==> config.mk <==
export PLATFORM = sky130hd
export DESIGN_NAME = uscb_top
export DESIGN_NICKNAME = d
export VERILOG_FILES = /design/src/design/uscb_pkg.sv /design/src/design/uscb_top.sv
export VERILOG_INCLUDE_DIRS = /design/src /design/src/design
export SDC_FILE = /design/constraint.sdc
export NUM_CORES = 1
export LEC_CHECK = 0
export BUFFER_PORTS_ARGS = -buffer_cell sky130_fd_sc_hd__buf_2
export CELL_PAD_IN_SITES_DETAIL_PLACEMENT = 0
export CELL_PAD_IN_SITES_GLOBAL_PLACEMENT = 1
export CORE_AREA = 8 8 151 153
export CTS_CLUSTER_DIAMETER = 200
export CTS_CLUSTER_SIZE = 30
export DETAILED_ROUTE_END_ITERATION = 8
export DIE_AREA = 0 0 159 161
export PLACE_DENSITY = 0.62
export SYNTH_ARGS = -nofsm -noshare
export SYNTH_HDL_FRONTEND = slang
export SYNTH_SLANG_ARGS = --single-unit
==> constraint.sdc <==
create_clock -name clk_sys -period 8.74 [get_ports clk_sys]
set_input_delay 1.311 -clock clk_sys [delete_from_list [all_inputs] [get_ports clk_sys]]
set_output_delay 1.311 -clock clk_sys [all_outputs]
set_load 0.02 [all_outputs]
==> src/design/uscb_defines.svh <==
`ifndef USCB_DEFINES_SVH
`define USCB_DEFINES_SVH
// register offsets
`define USCB_OFS_STATUS 3'h0
`define USCB_OFS_DATA 3'h1
`define USCB_OFS_BAUD 3'h2
`define USCB_OFS_CTRL2 3'h4
`define USCB_OFS_RXEXT 3'h5
`define USCB_OFS_TXEXT 3'h7
// serial_control_two bit positions
`define USCB_TIE 7
`define USCB_TX_DONE_IRQ_EN 6
`define USCB_RIE 5
`define USCB_IDLE_IRQ_EN 4
`define USCB_TXON 3
`define USCB_RXON 2
`define USCB_MUTE 1
`define USCB_BRK 0
// bit_rate_select field positions
`define USCB_CDS_HI 7
`define USCB_CDS_LO 6
`define USCB_TXS_HI 5
`define USCB_TXS_LO 3
`define USCB_RXS_HI 2
`define USCB_RXS_LO 0
// reset values
`define USCB_CTRL_RST 8'h00
`define USCB_BAUD_RST 8'h00
`define USCB_EXT_RST 8'h00
// last prescale count for factors 1, 3, 4 and 13
`define USCB_PR_1 4'h0
`define USCB_PR_3 4'h2
`define USCB_PR_4 4'h3
`define USCB_PR_13 4'hC
// oversampling and frame timing
`define USCB_PHASE_LAST 4'hF
`define USCB_PHASE_MID 4'h7
`define USCB_FRAME_LAST 4'h9
`define USCB_DATA_BITS 4'h8
`define USCB_IDLE_TICKS 8'h9F
`endif

==> src/design/uscb_pkg.sv <==
package uscb_pkg;
	// transmitter sequence, gray along idle-delay-shift
	typedef enum logic [1:0] {
		TX_IDLE = 2'b00,
		TX_DELAY = 2'b01,
		TX_SHIFT = 2'b11
	} uscb_tx_t;
	// receiver sequence, gray along hunt-start-data
	typedef enum logic [1:0] {
		RX_HUNT = 2'b00,
		RX_START = 2'b01,
		RX_DATA = 2'b11
	} uscb_rx_t;
	// all state of the block
	typedef struct packed {
		logic [7:0] ctrl;
		logic [7:0] baud;
		logic [7:0] rxExt;
		logic [7:0] txExt;
		logic [7:0] txHold;
		logic [7:0] rxHold;
		logic [7:0] rdData;
		logic txEmpty;
		logic txDone;
		logic rxFull;
		logic overrun;
		logic idle;
		logic txArm;
		logic rxArm;
		logic txEver;
		logic pendPre;
		logic pendBrk;
		logic isData;
		logic idleArm;
		logic [3:0] preCnt;
		logic [6:0] txPow;
		logic [6:0] rxPow;
		logic [7:0] txExtCnt;
		logic [7:0] rxExtCnt;
		logic [3:0] txPhase;
		logic [3:0] rxPhase;
		uscb_tx_t txState;
		logic [9:0] txShift;
		logic [3:0] txBits;
		uscb_rx_t rxState;
		logic [7:0] rxShift;
		logic [3:0] rxBits;
		logic [7:0] idleCnt;
	} uscb_state_t;
endpackage : uscb_pkg

==> src/design/uscb_top.sv <==
// Summary of operation
// RULE1 - tx empty flag raises irq when enabled
// RULE2 - tx done flag raises irq when enabled
// RULE3 - overrun or rx full share rx enable
// RULE4 - idle flag raises irq when enabled
// RULE5 - tx_on off-on pulse queues one preamble
// RULE6 - one bit period wait after tx_on
// RULE7 - pin released unless enabled since first set
// RULE8 - rx_on enables start bit hunting
// RULE9 - mute bit, hardware clears on wake-up
// RULE10 - software receives data before muting
// RULE11 - break while set, one more after clear
// RULE12 - data address splits tx/rx holding
// RULE13 - coarse prescale 1, 3, 4, 13 shared
// RULE14 - tx power-of-two divide
// RULE15 - rx power-of-two divide
// RULE16 - nonzero rx extended divisor applies
// RULE17 - nonzero tx extended divisor applies
// RULE18 - registers reset to zero; status here resets to 0xC0 (tx empty, tx done set)
// RULE19 - tx empty set on move, cleared by sequence
// RULE20 - one irq line, gated by cpu mask
// RULE21 - rate is clock/16/prescale/pow/ext
// RULE22 - independent tx and rx chains
`timescale 1ns/1ps
`include "uscb_defines.svh"
module uscb_top
	import uscb_pkg::*;
(
	input wire logic clk_sys,
	input wire logic resetn,
	input wire logic [2:0] busAddr,
	input wire logic [7:0] busWrData,
	input wire logic busWr,
	input wire logic busRd,
	output logic [7:0] busRdData,
	input wire logic cpuIrqMask,
	output logic serialIrq,
	input wire logic rxPin,
	output logic txPin,
	output logic txPinOwn
);
	uscb_state_t st_r; // registered state
	uscb_state_t st_nxt; // next state
	logic preTick; // coarse prescaler output
	logic txPowTick; // tx power-of-two output
	logic rxPowTick; // rx power-of-two output
	logic tx16Tick; // tx oversample tick
	logic rx16Tick; // rx oversample tick
	logic txBitTick; // tx bit boundary
	logic [3:0] preLast; // coarse last count
	logic [6:0] txMask; // tx divider mask
	logic [6:0] rxMask; // rx divider mask
	logic txSlot; // tx may start a frame
	logic wrCtrl; // control write this cycle
	logic [7:0] ctrlNew; // value being written

	// coarse factor decode, shared by both directions
	always_comb
	begin
		unique case (st_r.baud[`USCB_CDS_HI:`USCB_CDS_LO]) // RULE13
			2'b00: preLast = `USCB_PR_1;
			2'b01: preLast = `USCB_PR_3;
			2'b10: preLast = `USCB_PR_4;
			2'b11: preLast = `USCB_PR_13;
		endcase
	end

	// low code bits all ones give a divide by two to the code
	assign txMask = 7'(8'hFF >> (4'h8 - {1'b0, st_r.baud[`USCB_TXS_HI:`USCB_TXS_LO]}));
	assign rxMask = 7'(8'hFF >> (4'h8 - {1'b0, st_r.baud[`USCB_RXS_HI:`USCB_RXS_LO]}));
	assign preTick = st_r.preCnt == preLast; // RULE13
	assign txPowTick = preTick && ((st_r.txPow & txMask) == txMask); // RULE14
	assign rxPowTick = preTick && ((st_r.rxPow & rxMask) == rxMask); // RULE15
	// extended divisor sits after the power stage; zero bypasses it
	assign tx16Tick = txPowTick && (st_r.txExt == `USCB_EXT_RST
		|| st_r.txExtCnt == st_r.txExt - 8'h01); // RULE17
	assign rx16Tick = rxPowTick && (st_r.rxExt == `USCB_EXT_RST
		|| st_r.rxExtCnt == st_r.rxExt - 8'h01); // RULE16
	// sixteen oversample ticks make one bit
	assign txBitTick = tx16Tick && st_r.txPhase == `USCB_PHASE_LAST; // RULE21
	assign txSlot = txBitTick && (st_r.txState == TX_IDLE
		|| (st_r.txState == TX_SHIFT && st_r.txBits == `USCB_FRAME_LAST));
	assign wrCtrl = busWr && busAddr == `USCB_OFS_CTRL2;
	assign ctrlNew = busWrData;

	// next state of the whole block
	always_comb
	begin
		st_nxt = st_r;
		// divider chains: one shared prescale counter, then each direction its own counters
		st_nxt.preCnt = preTick ? 4'h0 : st_r.preCnt + 4'h1; // RULE13
		if (preTick)
		begin
			st_nxt.txPow = st_r.txPow + 7'h01; // RULE22
			st_nxt.rxPow = st_r.rxPow + 7'h01; // RULE22
		end
		if (txPowTick)
		begin
			// counter only matters while a divisor is set
			st_nxt.txExtCnt = tx16Tick ? 8'h00 : st_r.txExtCnt + 8'h01; // RULE17
		end
		if (rxPowTick)
		begin
			st_nxt.rxExtCnt = rx16Tick ? 8'h00 : st_r.rxExtCnt + 8'h01; // RULE16
		end
		st_nxt.txPhase = st_r.txPhase + {3'h0, tx16Tick}; // RULE21

		// register reads, answered in the next cycle
		if (busRd)
		begin
			unique case (busAddr)
				`USCB_OFS_STATUS:
				begin
					st_nxt.rdData = {st_r.txEmpty, st_r.txDone, st_r.rxFull,
						st_r.idle, st_r.overrun, 3'h0};
					// first half of both clearing sequences
					st_nxt.txArm = 1'b1;
					st_nxt.rxArm = 1'b1;
				end
				`USCB_OFS_DATA:
				begin
					st_nxt.rdData = st_r.rxHold; // RULE12
					if (st_r.rxArm)
					begin
						st_nxt.rxFull = 1'b0;
						st_nxt.overrun = 1'b0;
						st_nxt.idle = 1'b0;
						st_nxt.rxArm = 1'b0;
					end
				end
				`USCB_OFS_BAUD: st_nxt.rdData = st_r.baud;
				`USCB_OFS_CTRL2: st_nxt.rdData = st_r.ctrl;
				`USCB_OFS_RXEXT: st_nxt.rdData = st_r.rxExt;
				`USCB_OFS_TXEXT: st_nxt.rdData = st_r.txExt;
				default: st_nxt.rdData = 8'h00; // unmapped reads zero
			endcase
		end

		// register writes
		if (busWr)
		begin
			unique case (busAddr)
				`USCB_OFS_DATA:
				begin
					st_nxt.txHold = busWrData; // RULE12
					if (st_r.txArm)
					begin
						st_nxt.txEmpty = 1'b0; // RULE19
						st_nxt.txDone = 1'b0;
						st_nxt.txArm = 1'b0;
					end
				end
				`USCB_OFS_BAUD: st_nxt.baud = busWrData;
				`USCB_OFS_CTRL2: st_nxt.ctrl = ctrlNew;
				`USCB_OFS_RXEXT: st_nxt.rxExt = busWrData; // RULE16
				`USCB_OFS_TXEXT: st_nxt.txExt = busWrData; // RULE17
				default: ; // status and gaps ignore writes
			endcase
		end

		// transmitter; a frame in flight always finishes
		unique case (st_r.txState)
			TX_IDLE: ; // waits for a slot
			TX_DELAY:
			begin
				if (txBitTick)
				begin
					st_nxt.txState = TX_IDLE; // RULE6
				end
			end
			TX_SHIFT:
			begin
				if (txBitTick && st_r.txBits != `USCB_FRAME_LAST)
				begin
					st_nxt.txShift = {1'b1, st_r.txShift[9:1]};
					st_nxt.txBits = st_r.txBits + 4'h1;
				end
			end
		endcase
		if (txSlot)
		begin
			// done flag only after a data frame; the set beats a clear
			st_nxt.txDone = st_nxt.txDone || (st_r.txState == TX_SHIFT && st_r.isData);
			st_nxt.txState = TX_IDLE;
			st_nxt.txBits = 4'h0;
			// disabled: nothing new starts
			if (st_r.ctrl[`USCB_TXON] && (st_r.ctrl[`USCB_BRK] || st_r.pendBrk))
			begin
				st_nxt.txShift = 10'h000; // RULE11
				st_nxt.pendBrk = 1'b0;
				st_nxt.isData = 1'b0;
				st_nxt.txState = TX_SHIFT;
			end
			else if (st_r.ctrl[`USCB_TXON] && st_r.pendPre)
			begin
				st_nxt.txShift = 10'h3FF; // RULE5
				st_nxt.pendPre = 1'b0;
				st_nxt.isData = 1'b0;
				st_nxt.txState = TX_SHIFT;
			end
			else if (st_r.ctrl[`USCB_TXON] && !st_r.txEmpty)
			begin
				// holding moves only while the empty flag is clear
				st_nxt.txShift = {1'b1, st_r.txHold, 1'b0}; // RULE19
				st_nxt.txEmpty = 1'b1; // RULE19
				st_nxt.isData = 1'b1;
				st_nxt.txState = TX_SHIFT;
			end
		end

		// receiver
		if (!st_r.ctrl[`USCB_RXON])
		begin
			st_nxt.rxState = RX_HUNT; // RULE8
			st_nxt.idleCnt = 8'h00;
		end
		else if (rx16Tick)
		begin
			st_nxt.rxPhase = st_r.rxPhase + 4'h1;
			unique case (st_r.rxState)
				RX_HUNT:
				begin
					st_nxt.rxPhase = 4'h0;
					if (!rxPin)
					begin
						st_nxt.rxState = RX_START; // RULE8
						st_nxt.idleCnt = 8'h00;
					end
					else if (st_r.idleCnt == `USCB_IDLE_TICKS)
					begin
						// a full frame of marks; only once per byte
						st_nxt.idleCnt = 8'h00;
						if (st_r.idleArm)
						begin
							st_nxt.idleArm = 1'b0;
							// muted: the idle line is the wake-up, no flag
							st_nxt.ctrl[`USCB_MUTE] = 1'b0; // RULE9
							st_nxt.idle = st_nxt.idle || !st_r.ctrl[`USCB_MUTE];
						end
					end
					else
					begin
						st_nxt.idleCnt = st_r.idleCnt + 8'h01;
					end
				end
				RX_START:
				begin
					// mid start bit check rejects glitches
					if (st_r.rxPhase == `USCB_PHASE_MID)
					begin
						st_nxt.rxPhase = 4'h0;
						st_nxt.rxBits = 4'h0;
						st_nxt.rxState = rxPin ? RX_HUNT : RX_DATA;
					end
				end
				RX_DATA:
				begin
					if (st_r.rxPhase == `USCB_PHASE_LAST)
					begin
						st_nxt.rxBits = st_r.rxBits + 4'h1;
						if (st_r.rxBits != `USCB_DATA_BITS)
						begin
							st_nxt.rxShift = {rxPin, st_r.rxShift[7:1]};
						end
						else
						begin
							// stop bit: deliver unless muted; overrun instead while holding still full
							st_nxt.rxState = RX_HUNT;
							st_nxt.idleArm = 1'b1;
							if (!st_r.ctrl[`USCB_MUTE] && st_r.rxFull)
							begin
								st_nxt.overrun = 1'b1; // holding kept
							end
							else if (!st_r.ctrl[`USCB_MUTE])
							begin
								st_nxt.rxHold = st_r.rxShift; // RULE12
								st_nxt.rxFull = 1'b1;
							end
						end
					end
				end
			endcase
		end
		// control edges, decided against the old value after the
		// transmitter so that a slot in the same cycle cannot undo them
		if (wrCtrl)
		begin
			st_nxt.txEver = st_r.txEver || ctrlNew[`USCB_TXON]; // RULE7
			if (ctrlNew[`USCB_TXON] && !st_r.ctrl[`USCB_TXON])
			begin
				// mid-frame re-enable queues an idle frame
				if (st_r.txState == TX_SHIFT)
				begin
					st_nxt.pendPre = 1'b1; // RULE5
				end
				else
				begin
					st_nxt.txState = TX_DELAY; // RULE6
				end
			end
			st_nxt.pendBrk = st_nxt.pendBrk
				|| (!ctrlNew[`USCB_BRK] && st_r.ctrl[`USCB_BRK]); // RULE11
			// software write of the mute bit wins over the wake-up
			st_nxt.ctrl[`USCB_MUTE] = ctrlNew[`USCB_MUTE]; // RULE9
		end
	end

	// state register; everything resets to constants
	always_ff @(posedge clk_sys or negedge resetn)
	begin
		if (!resetn)
		begin
			st_r <= '0; // RULE18
			st_r.txEmpty <= 1'b1;
			st_r.txDone <= 1'b1;
			st_r.txShift <= 10'h3FF;
		end
		else
		begin
			st_r <= st_nxt;
		end
	end

	// outputs
	assign busRdData = st_r.rdData;
	assign txPin = st_r.txState == TX_SHIFT ? st_r.txShift[0] : 1'b1;
	// pin stays with the port until the transmitter was used
	assign txPinOwn = st_r.txEver
		&& (st_r.ctrl[`USCB_TXON] || st_r.ctrl[`USCB_RXON]); // RULE7
	// one shared line, held off while the cpu masks
	assign serialIrq = !cpuIrqMask && ( // RULE20
		(st_r.ctrl[`USCB_TIE] && st_r.txEmpty) // RULE1
		|| (st_r.ctrl[`USCB_TX_DONE_IRQ_EN] && st_r.txDone) // RULE2
		|| (st_r.ctrl[`USCB_RIE] && (st_r.overrun || st_r.rxFull)) // RULE3
		|| (st_r.ctrl[`USCB_IDLE_IRQ_EN] && st_r.idle)); // RULE4
endmodule : uscb_top

# Yosys cells after proc, flatten, opt, wreduce, memory -nomap -nowiden
# Index checks and enable logic that the tools add are counted.
[totals] regBits=148 latch_bits=0 ram_bits=0 romBits=0 input_bits=17 output_inout_bits=11 n_memories=0
[op_classes] n_addsub=14 mul=0 n_div=0 magnitude_cmp=0 n_eq_ne=35 n_shift=2 n_mux=90 bitwise=5 n_reduce_logical=67
[op_table] operator="two-way mux 8 bit" n=12
[op_table] operator="one-hot mux 8 bit (6 select lines)" n=1
[op_table] operator="two-way mux 14 bit" n=3
[op_table] operator="two-way mux 2 bit" n=19
[op_table] operator="two-way mux 12 bit" n=3
[op_table] operator="two-way mux 1 bit" n=34
[op_table] operator="two-way mux 34 bit" n=1
[op_table] operator="adder 8 x 1 -> 8 bit (second input constant)" n=3
[op_table] operator="logical AND 1 bit" n=22
[op_table] operator="two-way mux 22 bit" n=1
[op_table] operator="AND reduction 2 bit" n=10
[op_table] operator="adder 4 x 1 -> 4 bit (second input constant)" n=4
[op_table] operator="equality test 8 bit" n=2
[op_table] operator="zero test 8 bit" n=2
[op_table] operator="two-way mux 16 bit" n=1
[op_table] operator="one-hot mux 4 bit (2 select lines)" n=2
[op_table] operator="one-hot mux 4 bit (4 select lines)" n=1
[op_table] operator=">> shifter 8 x 4 -> 7 bit (first input constant)" n=2
[op_table] operator="subtractor 8 x 1 -> 8 bit (second input constant)" n=2
[op_table] operator="two-way mux 3 bit" n=5
[op_table] operator="AND reduction 5 bit" n=3
[op_table] operator="adder 7 x 1 -> 7 bit (second input constant)" n=2
[op_table] operator="bitwise AND 7 bit" n=2
[op_table] operator="equality test 7 bit" n=2
[op_table] operator="other kinds (27)" n=74

# Longest topological paths before layout
# Gate-level depths: netlist of run 1.
[depth] word_depth=17 mapped_depth=12

# Least setup slack after synthesis of run 1
# OpenSTA, ideal clock, no wires.
[synth_timing] path_kind="register to register" start="register st_r[124] (netlist bit)" end="register st_r[12] (netlist bit)" arrival_time_ps=3011 required_ps=8615 setup_slack_ps=5604 stages_incl_launch_ff=13 path_buffers=3 cell_sequence="dfrtp_1 clkbuf_1 inv_1 ha_1 clkbuf_2 o21ba_1 a221oi_1 a41oi_1 o41ai_4 o2111ai_4 or3b_1 buf_6 mux2_4"
[synth_between] elab_chain_len=5 elab_cells_between_ends=6
[synth_rtl] element="start, declared" line="uscb_top.sv:42" source="uscb_state_t st_r;"
[synth_rtl] element="start signal, assigned" line="uscb_top.sv:320" source="st_r <= st_nxt;"
[synth_rtl] element="subtractor 8 x 1 -> 8 bit" line="uscb_top.sv:78" source="|| st_r.rxExtCnt == st_r.rxExt - 8'h01);"
[synth_rtl] element="equality test 8 bit" line="uscb_top.sv:78"
[synth_rtl] element="logical OR 1 bit *" line="uscb_top.sv:77" source="assign rx16Tick = rxPowTick && (st_r.rxExt == `USCB_EXT_RST"
[synth_rtl] element="logical AND 1 bit *" line="uscb_top.sv:77"
[synth_rtl] element="AND reduction 5 bit (no line) *"
# Every way passes the cells marked *; elsewhere a longest branch is shown, timed or not.
# A chain may end at the register's enable or synchronous reset.

# Final worst setup path of run 1
[layout_timing] start="register st_r[124] (netlist bit)" end="register st_r[2] (netlist bit)"
[layout_between] elab_chain_len=6 elab_cells_between_ends=7
[layout_rtl] element="subtractor 8 x 1 -> 8 bit" line="uscb_top.sv:78"
[layout_rtl] element="equality test 8 bit" line="uscb_top.sv:78"
[layout_rtl] element="logical OR 1 bit *" line="uscb_top.sv:77"
[layout_rtl] element="logical AND 1 bit *" line="uscb_top.sv:77"
[layout_rtl] element="inequality test 2 x 1 -> 1 bit (no line) *"
[layout_rtl] element="AND reduction 2 bit (no line) *"
# Marked as above.

==> flow_summary.json, run 1 <==
{
  "outcome": "complete, no violations",
  "fin_cells": 1057,
  "postRouteAntennaNets": 0,
  "vias": 5787,
  "postCtsHoldBufs": 0,
  "critical_path_class": "register to register",
  "place_congestion": 0.807,
  "clk_path_buf_depth": 2,
  "r2r-end": "st_r[2]$_DFFE_PN0P_",
  "fmax_mhz": 284,
  "synthMuxAreaShare_pct": 10.6,
  "drtPass1Iterations": 6,
  "synth-seq-cells": 148,
  "clkTransAtPathRegs_ns": 0.06,
  "netlist_instances": 763,
  "portBuffers": 27,
  "setup.worst_path.start_class": "register",
  "synth_cell_types": 76,
  "hp-class": "register to register",
  "core.rowCount": 53,
  "period_share_pct": 40.3,
  "setup_violations": 0,
  "start_util_pct": 38.8,
  "cellPowerDensity_nw_per_um2": 229,
  "relSlewSlack_pct": 41.3,
  "clock_skew_ns": 0.00942,
  "peakVddDrop_mv": 0.115,
  "route.detailed.drc": 0,
  "insertion_delay_ns": 0.42,
  "yosysSeqAreaShare_pct": 46.6,
  "htreeDepth": 4,
  "core_area_um2": 20600,
  "syn_nets": 802,
  "min_period_ns": 3.53,
  "die_x_um": 159,
  "synth_largest_area_cell": "dfrtp_1",
  "antenna_found_initial": 0,
  "grt_usage_pct": 15.1,
  "synth_top_cell_area_share_pct": 42.6,
  "cts_resized": 0,
  "regToRegSetupSlack_ns": 5.21,
  "reg2reg_depth": 9,
  "dp_hpwl_um": 13600,
  "rr_startpoint": "st_r[124]$_DFFE_PN0P_",
  "ys_top_cells_by_area": "dfrtp_1 (43%), mux2_2 (6.1%), dfstp_2 (3.9%)",
  "synthArstFlopShare_pct": 100,
  "p_leak_nw": 3.89,
  "synth_top_family_by_area": "simple AND/OR/NAND/NOR gates",
  "synth_compound_area_share_pct": 13.2,
  "first_iter_violations": 367,
  "cts_setup_buffers": 0,
  "crit_fanout": 11,
  "syn_avg_cell_area_um2": 10.5,
  "synth_area_um2": 7980,
  "grt_max_degree": 96,
  "cts-root-buf": "clkbuf_16",
  "finalSetupTns_ns": 0,
  "finalHoldViolations": 0,
  "wl_per_cell_um": 17.8,
  "overflow": 0,
  "antenna_cells": 0,
  "synthXorXnorAreaFrac_pct": 5.27,
  "finalMaxSlewViolations": 0,
  "synth_fa_ha_area_share_pct": 3.45,
  "final_area_um2": 8870,
  "cp-startpoint": "st_r[124]$_DFFE_PN0P_",
  "worst_slew_pin_slew_ns": 0.880,
  "dp_cells": 1025,
  "cts_tree": "yes",
  "maxCapViolCount": 0,
  "die_h_um": 161,
  "cp_data_required_time_ns": 9.04,
  "ys.flop_type": "dfrtp_1",
  "numCtsBuffers": 17,
  "fin_nets": 808,
  "syn_to_final_growth_pct": 11.1,
  "setup.worst_path.end": "st_r[2]$_DFFE_PN0P_",
  "yosys.area_share.simple_pct": 16.3,
  "worstPathArrival_ns": 3.83,
  "synth_edf_count": 0,
  "placement.cell_area_um2": 8280,
  "drt-total-wl_um": 18800,
  "grt_pass1_vias": 5963,
  "critPathCaptureType": "register",
  "pin_count": 28,
  "drive_gt1_share_pct": 20.1,
  "cts_sinks": 148,
  "viasPerCell": 5.47,
  "rsz0062_at_grt": "no",
  "die_area_um2": 25600,
  "grt_pass1_wl_um": 31400,
  "yosys_warnings": 0
}
==> Yosys cell counts (21+ instances only) <==
library cell	instances
nand2_1	58
xnor2_1	27
a21oi_1	21
inv_1	32
o21ai_0	52
nand3_1	38
dfrtp_1	136
xor2_1	21
clkbuf_1	24
nor2_1	39
ha_1	22
mux2_2	43
==> sequential cells by signal, indices dropped and copies added (netlist names) <==
name,count
st_r,140
busRdData,8
==> worst max-delay path, cell delays in order, from the launching register on <==
cell	delay [ns]
dfrtp_1	0.46
inv_1	0.07
ha_1	0.28
o21ba_1	0.21
a221oi_1	0.29
a41oi_1	0.13
o41ai_4	0.54
o2111ai_1	0.53
or4b_2	0.77
o311ai_0	0.12
==> where the power goes <==
| part | leakage, nW | switching [mW] | internal [mW] |
|---|---|---|---|
| clock | 0.275 | 0.299 | 0.430 |
| sequential | 1.88 | 0.131 | 0.783 |
| combinational | 1.73 | 0.210 | 0.180 |
==> cell type report <==
type                       count  area [um2]
clock buffer                  18         439
inverter                      32         120
tap                          275         344
multi-input combinational    537        3910
clock inverter                14         151
sequential                   148        3720
timing repair buffer          33         186
fill                        1960       11700
==> metal layers <==
metal	up-vias	global-route usage, %	routed length (um)
met3	13	3.18	378
met1	2920	18.4	8630
met2	68	26.7	9580
met4	0	4.16	215
met5	-	0	0
li1	2786	-	-
==> through the flow <==
step / utilization [%] / power, mW / hold WS, ns / setup WS [ns]
floorplan: - / 1.20 / 0.435 / 5.60
global placement: 40.3 / 1.30 / 0.452 / 5.30
detailed placement: 40.3 / 1.32 / 0.457 / 5.17
CTS: 43.1 / 2.06 / 0.471 / 5.17
global route: 43.1 / 2.15 / 0.497 / 4.91
finish: 43.1 / 2.03 / 0.465 / 5.21
==> cells in the final DEF (no fill, tap or decap), drive strengths merged, types with 6 or more instances in the layout <==
master and n:
a21oi 21, a22oi 18, a31oi 8, and3 6
and4 6, buf 33, clkbuf 18, dfrtp 136
dfstp 12, ha 22, inv 35, mux2 51
mux2i 13, nand2 59, nand2b 8, nand3 38
nand4 15, nor2 39, nor2b 7, nor3 12
nor3b 6, o21ai 54, o22ai 11, or3 10
xnor2 27, xor2 21
==> worst min path at each step <==
stage,from,end,cells past startpoint
2_1_floorplan,st_r[84]$_DFFE_PN0P_,st_r[84]$_DFFE_PN0P_,1
3_3_place_gp,st_r[45]$_DFF_PN0_,st_r[45]$_DFF_PN0_,1
3_5_place_dp,st_r[84]$_DFFE_PN0P_,st_r[84]$_DFFE_PN0P_,1
4_1_cts,st_r[84]$_DFFE_PN0P_,st_r[84]$_DFFE_PN0P_,1
5_1_grt,st_r[68]$_DFFE_PN0N_,st_r[68]$_DFFE_PN0N_,1
6_report,st_r[84]$_DFFE_PN0P_,st_r[84]$_DFFE_PN0P_,1
==> logic make-up after synthesis <==
family,count (synthesis)
buffers and inverters,78
AOI/OAI and AO/OA,157
muxes,69
adders and majority gates,22
and+or+nand+nor,241
DFF,148
xor gates and xnor gates,48
No activity file was read; power rests on OpenSTA's default activity.
==> inputs of run 2 (changes only) <==
- ABC_AREA: unset -> 1
- CORE_AREA: 8 8 151 153 -> 8 8 150 152
- DIE_AREA: 0 0 159 161 -> 0 0 158 160
- PLACE_DENSITY: 0.62 -> 0.69
- clock period: 8.74 -> 2.95 ns (I/O delays scaled with it)
==> flow_summary.json, run 2 <==
{
  "outcome": "complete, no violations",
  "place_congestion": 0.850,
  "crit_fanout": 12,
  "antenna_cells": 0,
  "p_leak_nw": 4.46,
  "cts_tree": "yes",
  "fmax_mhz": 383,
  "drtPass1Iterations": 5,
  "drive_gt1_share_pct": 10.7,
  "setup.worst_path.start_class": "register",
  "portBuffers": 27,
  "cts_sinks": 148,
  "grt_pass1_vias": 6125,
  "drt-total-wl_um": 19700,
  "finalHoldViolations": 0,
  "final_cell_mix": "nand2_1 (259), dfrtp_1 (136), inv_1 (120), nor2_1 (89), o21ai_0 (87)",
  "critPathCaptureType": "register",
  "core_area_um2": 20000,
  "wl_per_cell_um": 15.1,
  "setup_violations": 0,
  "die_area_um2": 25300,
  "cp_common_cell": "nand2_1",
  "synth_area_um2": 7910,
  "maxCapViolCount": 0,
  "grt_busiest_layer": "met2",
  "die_x_um": 158,
  "cp_slowest_cell": "dfrtp_1",
  "fin_nets": 1064,
  "worst_slew_pin_slew_ns": 0.481,
  "antenna_found_initial": 0,
  "ys_top_cells_by_area": "dfrtp_1 (43%), nand2_1 (12%), inv_1 (5.7%)",
  "cp_data_required_time_ns": 3.31,
  "postRouteAntennaNets": 0,
  "grt_pass1_wl_um": 32600,
  "ys.flop_type": "dfrtp_1",
  "synth_largest_area_cell": "dfrtp_1",
  "viasPerCell": 4.87,
  "synth_edf_count": 0,
  "worstPathArrival_ns": 2.97,
  "period_share_pct": 88.4,
  "pin_count": 28,
  "dp_cells": 1274,
  "cts-root-buf": "clkbuf_16",
  "critical_path_class": "register to register",
  "use_met1_pct": 21.8,
  "syn_to_final_growth_pct": 13.8,
  "clock_skew_ns": 0.0107,
  "grt_use_met3_pct": 3.59,
  "use_met2_pct": 26.2,
  "clk_path_buf_depth": 2,
  "post-route-util_pct": 44.9,
  "peakVddDrop_mv": 0.411,
  "min_delay_path_depth": 3,
  "numCtsBuffers": 17,
  "grt_usage_pct": 16.4,
  "yosysMostFrequentCell": "nand2_1",
  "grt_max_degree": 59,
  "cts_resized": 0,
  "final_common_cell": "nand2_1",
  "yosys_warnings": 0,
  "total_power_mw": 6.30,
  "reg2reg_depth": 12,
  "htreeDepth": 4,
  "worstPathCellList": "inv_1, ha_1, xnor2_1, nor2_1, nand2_2, inv_2, nand2_1, inv_2, nand4_2, nor2_2, nand2_1, nand2_1",
  "synthArstFlopShare_pct": 100,
  "die_h_um": 160,
  "syn_nets": 1027,
  "yosysSeqAreaShare_pct": 47.0,
  "relSlewSlack_pct": 67.8,
  "fillers": 2079,
  "rsz0062_at_grt": "no",
  "synth_cell_types": 48,
  "synth_common_cells": "nand2_1 (259), dfrtp_1 (136), inv_1 (120)",
  "clkTransAtPathRegs_ns": 0.06,
  "cellPowerDensity_nw_per_um2": 701,
  "synth-seq-cells": 148,
  "finalSetupTns_ns": 0,
  "largest_reg_flops": 140,
  "netlist_instances": 988,
  "synth_top_cell_area_share_pct": 43.1,
  "min_period_ns": 2.61,
  "dp_hpwl_um": 14700,
  "core.rowCount": 52,
  "finalMaxSlewViolations": 0,
  "fin_cells": 1307,
  "route.detailed.drc": 0,
  "overflow": 0,
  "first_iter_violations": 409,
  "start_util_pct": 39.4,
  "vias": 6361,
  "syn_avg_cell_area_um2": 8.00,
  "hp-class": "input port to register",
  "insertion_delay_ns": 0.42,
  "slowest_delay_ns": 0.37,
  "top_register": "st_r"
}
## run 2: cell types whose count changed after synthesis, sizes merged, moves of 10 or more
cell,delta
nor2,+54
a22oi,-16
mux2i,-13
mux2,-51
inv,+97
xnor2,-10
nand2,+205
nand3,+15
o21ai,+49
clkbuf,-17
## run 2: repair_timing
| action | CTS | global route |
|---|---|---|
| setup buffers | 0 | 0 |
| endpoints found under the setup margin | 0 | 1 |
| hold buffers | 1 | 0 |
| hold endpoints to repair | 38 | 0 |
## run 2: cells by family after synthesis
kind of cell | after synthesis | share of synthesized area, %
and+or+nand+nor | 456 | 24.7
AOI/OAI and AO/OA | 165 | 11.7
buffers and inverters | 153 | 7.85
DFF | 148 | 47.0
xor gates and xnor gates | 44 | 5.22
adders and majority gates | 22 | 3.48
## run 2: worst paths after layout
path,from,end,slack [ns]
max,st_r[138]$_DFFE_PN0P_,st_r[19]$_DFFE_PN0P_,0.34
min,busWrData[2],st_r[142]$_DFFE_PN0P_,0.25
max reg2reg,st_r[138]$_DFFE_PN0P_,st_r[19]$_DFFE_PN0P_,0.34
min reg2reg,st_r[84]$_DFFE_PN0P_,st_r[84]$_DFFE_PN0P_,0.45
max in group asynchronous,resetn,st_r[117]$_DFFE_PN0P_,1.69
min in group asynchronous,resetn,st_r[67]$_DFFE_PN0N_,0.51
## run 2: through the flow
step                      setup WS [ns]  instance area, um2  hold slack, ns
after global placement            0.389                8350           0.396
after global routing            0.00480                8990           0.247
final                             0.341                8990           0.254
after floorplan                   0.767                7910           0.147
after detailed placement          0.304                8350           0.400
after CTS                         0.267                8990           0.236
## run 2: metal layers
| metal | vias to the layer above | share of wire, % |
|---|---|---|
| li1 | 3264 | - |
| met1 | 2992 | 47 |
| met3 | 23 | 3.0 |
| met5 | - | 0 |
| met4 | 0 | 1.6 |
| met2 | 82 | 48 |
## run 2: critical path, delay by kind of cell, from the launching register on
| kind | cells | cell delay (ns) |
|---|---|---|
| fa+ha+maj | 1 | 0.31 |
| flops | 1 | 0.37 |
| buf+inv | 3 | 0.45 |
| simple gates | 7 | 1.28 |
| xor+xnor | 1 | 0.13 |
## run 2: area by class of cell
class	instances	area [um2]	area share, %
Inverter	130	488	5.43
Tap cell	270	338	3.76
Sequential cell	148	3720	41.3
Timing Repair Buffer	40	254	2.82
Multi-Input combinational cell	688	3570	39.7
Clock buffer	19	443	4.92
Clock inverter	12	180	2.00
## run 2: power by group
part	internal, mW	switching [mW]	leakage (nW)
registers	2.35	0.332	1.89
logic	0.485	0.824	2.27
clock network	1.44	0.872	0.299
total	4.27	2.03	4.46
==> inputs of run 3 (changes only) <==
- GPL_ROUTABILITY_DRIVEN: unset -> 0
- PLACE_DENSITY: 0.69 -> 0.66
- SLEW_MARGIN: unset -> 10
- clock period: 2.95 -> 2.7 ns (I/O delays scaled with it)
==> flow_summary.json, run 3 (synthesized netlist as in run 2, its figures left out) <==
{
  "outcome": "finished, violations left",
  "violations": "hold timing",
  "worst_slew_pin_slew_ns": 0.666,
  "numCtsBuffers": 17,
  "critPathCaptureType": "register",
  "critPathTopFamily": "simple AND/OR/NAND/NOR gates",
  "cp_slowest_cell": "dfrtp_1",
  "core.rowCount": 52,
  "peakVddDrop_mv": 0.375,
  "clock_skew_ns": 0.0148,
  "insertion_delay_ns": 0.42,
  "largest_reg_flops": 140,
  "syn_to_final_growth_pct": 14.1,
  "final_cell_mix": "nand2_1 (257), dfrtp_1 (136), inv_1 (118), nor2_1 (89), o21ai_0 (87)",
  "p_leak_nw": 4.47,
  "vias": 6390,
  "critical_path_class": "register to register",
  "die_h_um": 160,
  "first_iter_violations": 357,
  "drive_gt1_share_pct": 12.2,
  "fillers": 2091,
  "core_area_um2": 20000,
  "grt_pass1_vias": 6362,
  "multi_input_area_um2": 3590,
  "finalHoldViolations": 11,
  "worstPathArrival_ns": 2.78,
  "dp_hpwl_um": 15100,
  "cellPowerDensity_nw_per_um2": 742,
  "die_area_um2": 25300,
  "finalMaxSlewViolations": 0,
  "grt_max_degree": 67,
  "min_period_ns": 2.43,
  "rsz0062_at_grt": "no",
  "clkTransAtPathRegs_ns": 0.07,
  "cp_common_cell": "nand2_1",
  "fmax_mhz": 411,
  "cts-root-buf": "clkbuf_16",
  "finalSetupTns_ns": 0,
  "seq_area_um2": 3720,
  "route.detailed.drc": 0,
  "start_util_pct": 39.4,
  "die_x_um": 158,
  "regToRegSetupSlack_ns": 0.27,
  "reg2reg_depth": 16,
  "overflow": 0,
  "placement.cell_area_um2": 8390,
  "combPwrFrac_pct": 22.1,
  "cp_data_required_time_ns": 3.05,
  "antenna_found_initial": 1,
  "fin_nets": 1071,
  "pin_count": 28,
  "pwr-share-seq_pct": 43.7,
  "rr_startpoint": "st_r[116]$_DFFE_PN0P_",
  "holdWs_ns": -0.0132,
  "period_share_pct": 90.0,
  "cts_tree": "yes",
  "grt_pass1_wl_um": 33600,
  "setup_violations": 0,
  "power.internal_mw": 4.43,
  "postRouteAntennaNets": 0,
  "top_register": "st_r",
  "relSlewSlack_pct": 55.6,
  "cts_sinks": 148,
  "final_area_um2": 9020,
  "maxCapViolCount": 0,
  "htreeDepth": 4,
  "final_common_cell": "nand2_1",
  "worst-path-stages": 16,
  "worstPathCellList": "inv_2, ha_1, inv_1, nand2_1, nand2_1, nor2_1, nand2_1, nor2_1, nand3_1, nor2_1, nand2_1, nand2_2, nand4_4, nor2_2, nand3_1, a21oi_1",
  "setup.worst_path.start_class": "register",
  "netSwitchingFraction_pct": 33.9,
  "slowest_delay_ns": 0.40,
  "crit_fanout": 11,
  "viasPerCell": 4.86,
  "wl_per_cell_um": 15.3,
  "p_switching_mw": 2.27,
  "cp_num_buf_inv": 2,
  "drtPass1Iterations": 5,
  "portBuffers": 27,
  "antenna_cells": 0,
  "hp-class": "input port to async pin",
  "r2r-end": "st_r[30]$_DFF_PN1_",
  "grt_usage_pct": 16.8,
  "drt-total-wl_um": 20200,
  "postCtsHoldBufs": 0,
  "clk_path_buf_depth": 2,
  "clkPwrFrac_pct": 34.1
}
-- run 3: changes by cell type in the layout (fill, tap and decap cells not counted), sizes merged --
cell	previous run	this run
buf	39	47
bufinv	4	1
inv	130	133
clkbuf	19	18
clkinv	6	8
dlygate4sd3	1	0
-- run 3: metal layers --
layer | wire [um] | track usage, % | vias up
met3 | 795 | 3.91 | 18
met4 | 273 | 4.63 | 2
met2 | 9770 | 27.5 | 89
met1 | 9300 | 21.7 | 2990
li1 | - | - | 3291
met5 | 13 | 0 | -
-- run 3: worst reg2reg max path, stage by stage (launching register included) --
cell	delay (ns)
dfrtp_1	0.40
inv_2	0.10
ha_1	0.32
inv_1	0.04
nand2_1	0.05
nand2_1	0.04
nor2_1	0.09
nand2_1	0.07
nor2_1	0.08
nand3_1	0.07
nor2_1	0.11
nand2_1	0.11
nand2_2	0.13
nand4_4	0.22
nor2_2	0.29
nand3_1	0.10
a21oi_1	0.14
-- run 3: layout make-up --
type | count | area share [%]
clock buffers | 18 | 4.87
flip-flops and latches | 148 | 41.2
well taps | 270 | 3.74
clock inverters | 14 | 1.40
multi-input cells | 688 | 39.8
repair buffers | 47 | 3.55
inverters | 130 | 5.41
-- run 3: metrics by stage --
step	hold slack (ns)	setup WS [ns]	power [mW]	cells	util (%)
3_3_place_gp	0.442	0.158	4.44	1277	41.9
6_report	-0.0132	0.269	6.70	1315	45.0
5_1_grt	0.0306	0.00463	7.14	1315	45.0
2_1_floorplan	0.109	0.517	3.95	988	-
4_1_cts	0.0165	0.0460	6.75	1309	44.7
3_5_place_dp	0.458	0.156	4.44	1277	41.9
-- run 3: what timing repair did --
item	4_1_cts	5_1_grt
endpoints found under the setup margin	0	27
resized for setup	0	9
setup buffers	0	5
-- run 3: power by group through the flow --
| stage | Clock (mW) | Combinational, mW | Sequential (mW) |
|---|---|---|---|
| 3_5_place_dp | 0 | 1.48 | 2.96 |
| 6_report | 2.29 | 1.48 | 2.93 |
| 5_1_grt | 2.43 | 1.73 | 2.98 |
| 4_1_cts | 2.34 | 1.49 | 2.93 |
| 3_3_place_gp | 0 | 1.47 | 2.97 |
| 2_1_floorplan | 0 | 1.09 | 2.86 |
-- run 3: how the worst max path moves through the flow --
| stage | endpoint | startpoint | slack, ns |
|---|---|---|---|
| 2_1_floorplan | st_r[44]$_DFF_PN0_ | st_r[138]$_DFFE_PN0P_ | 0.52 |
| 3_3_place_gp | st_r[32]$_DFF_PN1_ | st_r[116]$_DFFE_PN0P_ | 0.16 |
| 3_5_place_dp | st_r[33]$_DFF_PN1_ | st_r[136]$_DFFE_PN0P_ | 0.16 |
| 4_1_cts | st_r[33]$_DFF_PN1_ | st_r[136]$_DFFE_PN0P_ | 0.05 |
| 5_1_grt | st_r[32]$_DFF_PN1_ | st_r[116]$_DFFE_PN0P_ | 0.005 |
| 6_report | st_r[30]$_DFF_PN1_ | st_r[116]$_DFFE_PN0P_ | 0.27 |
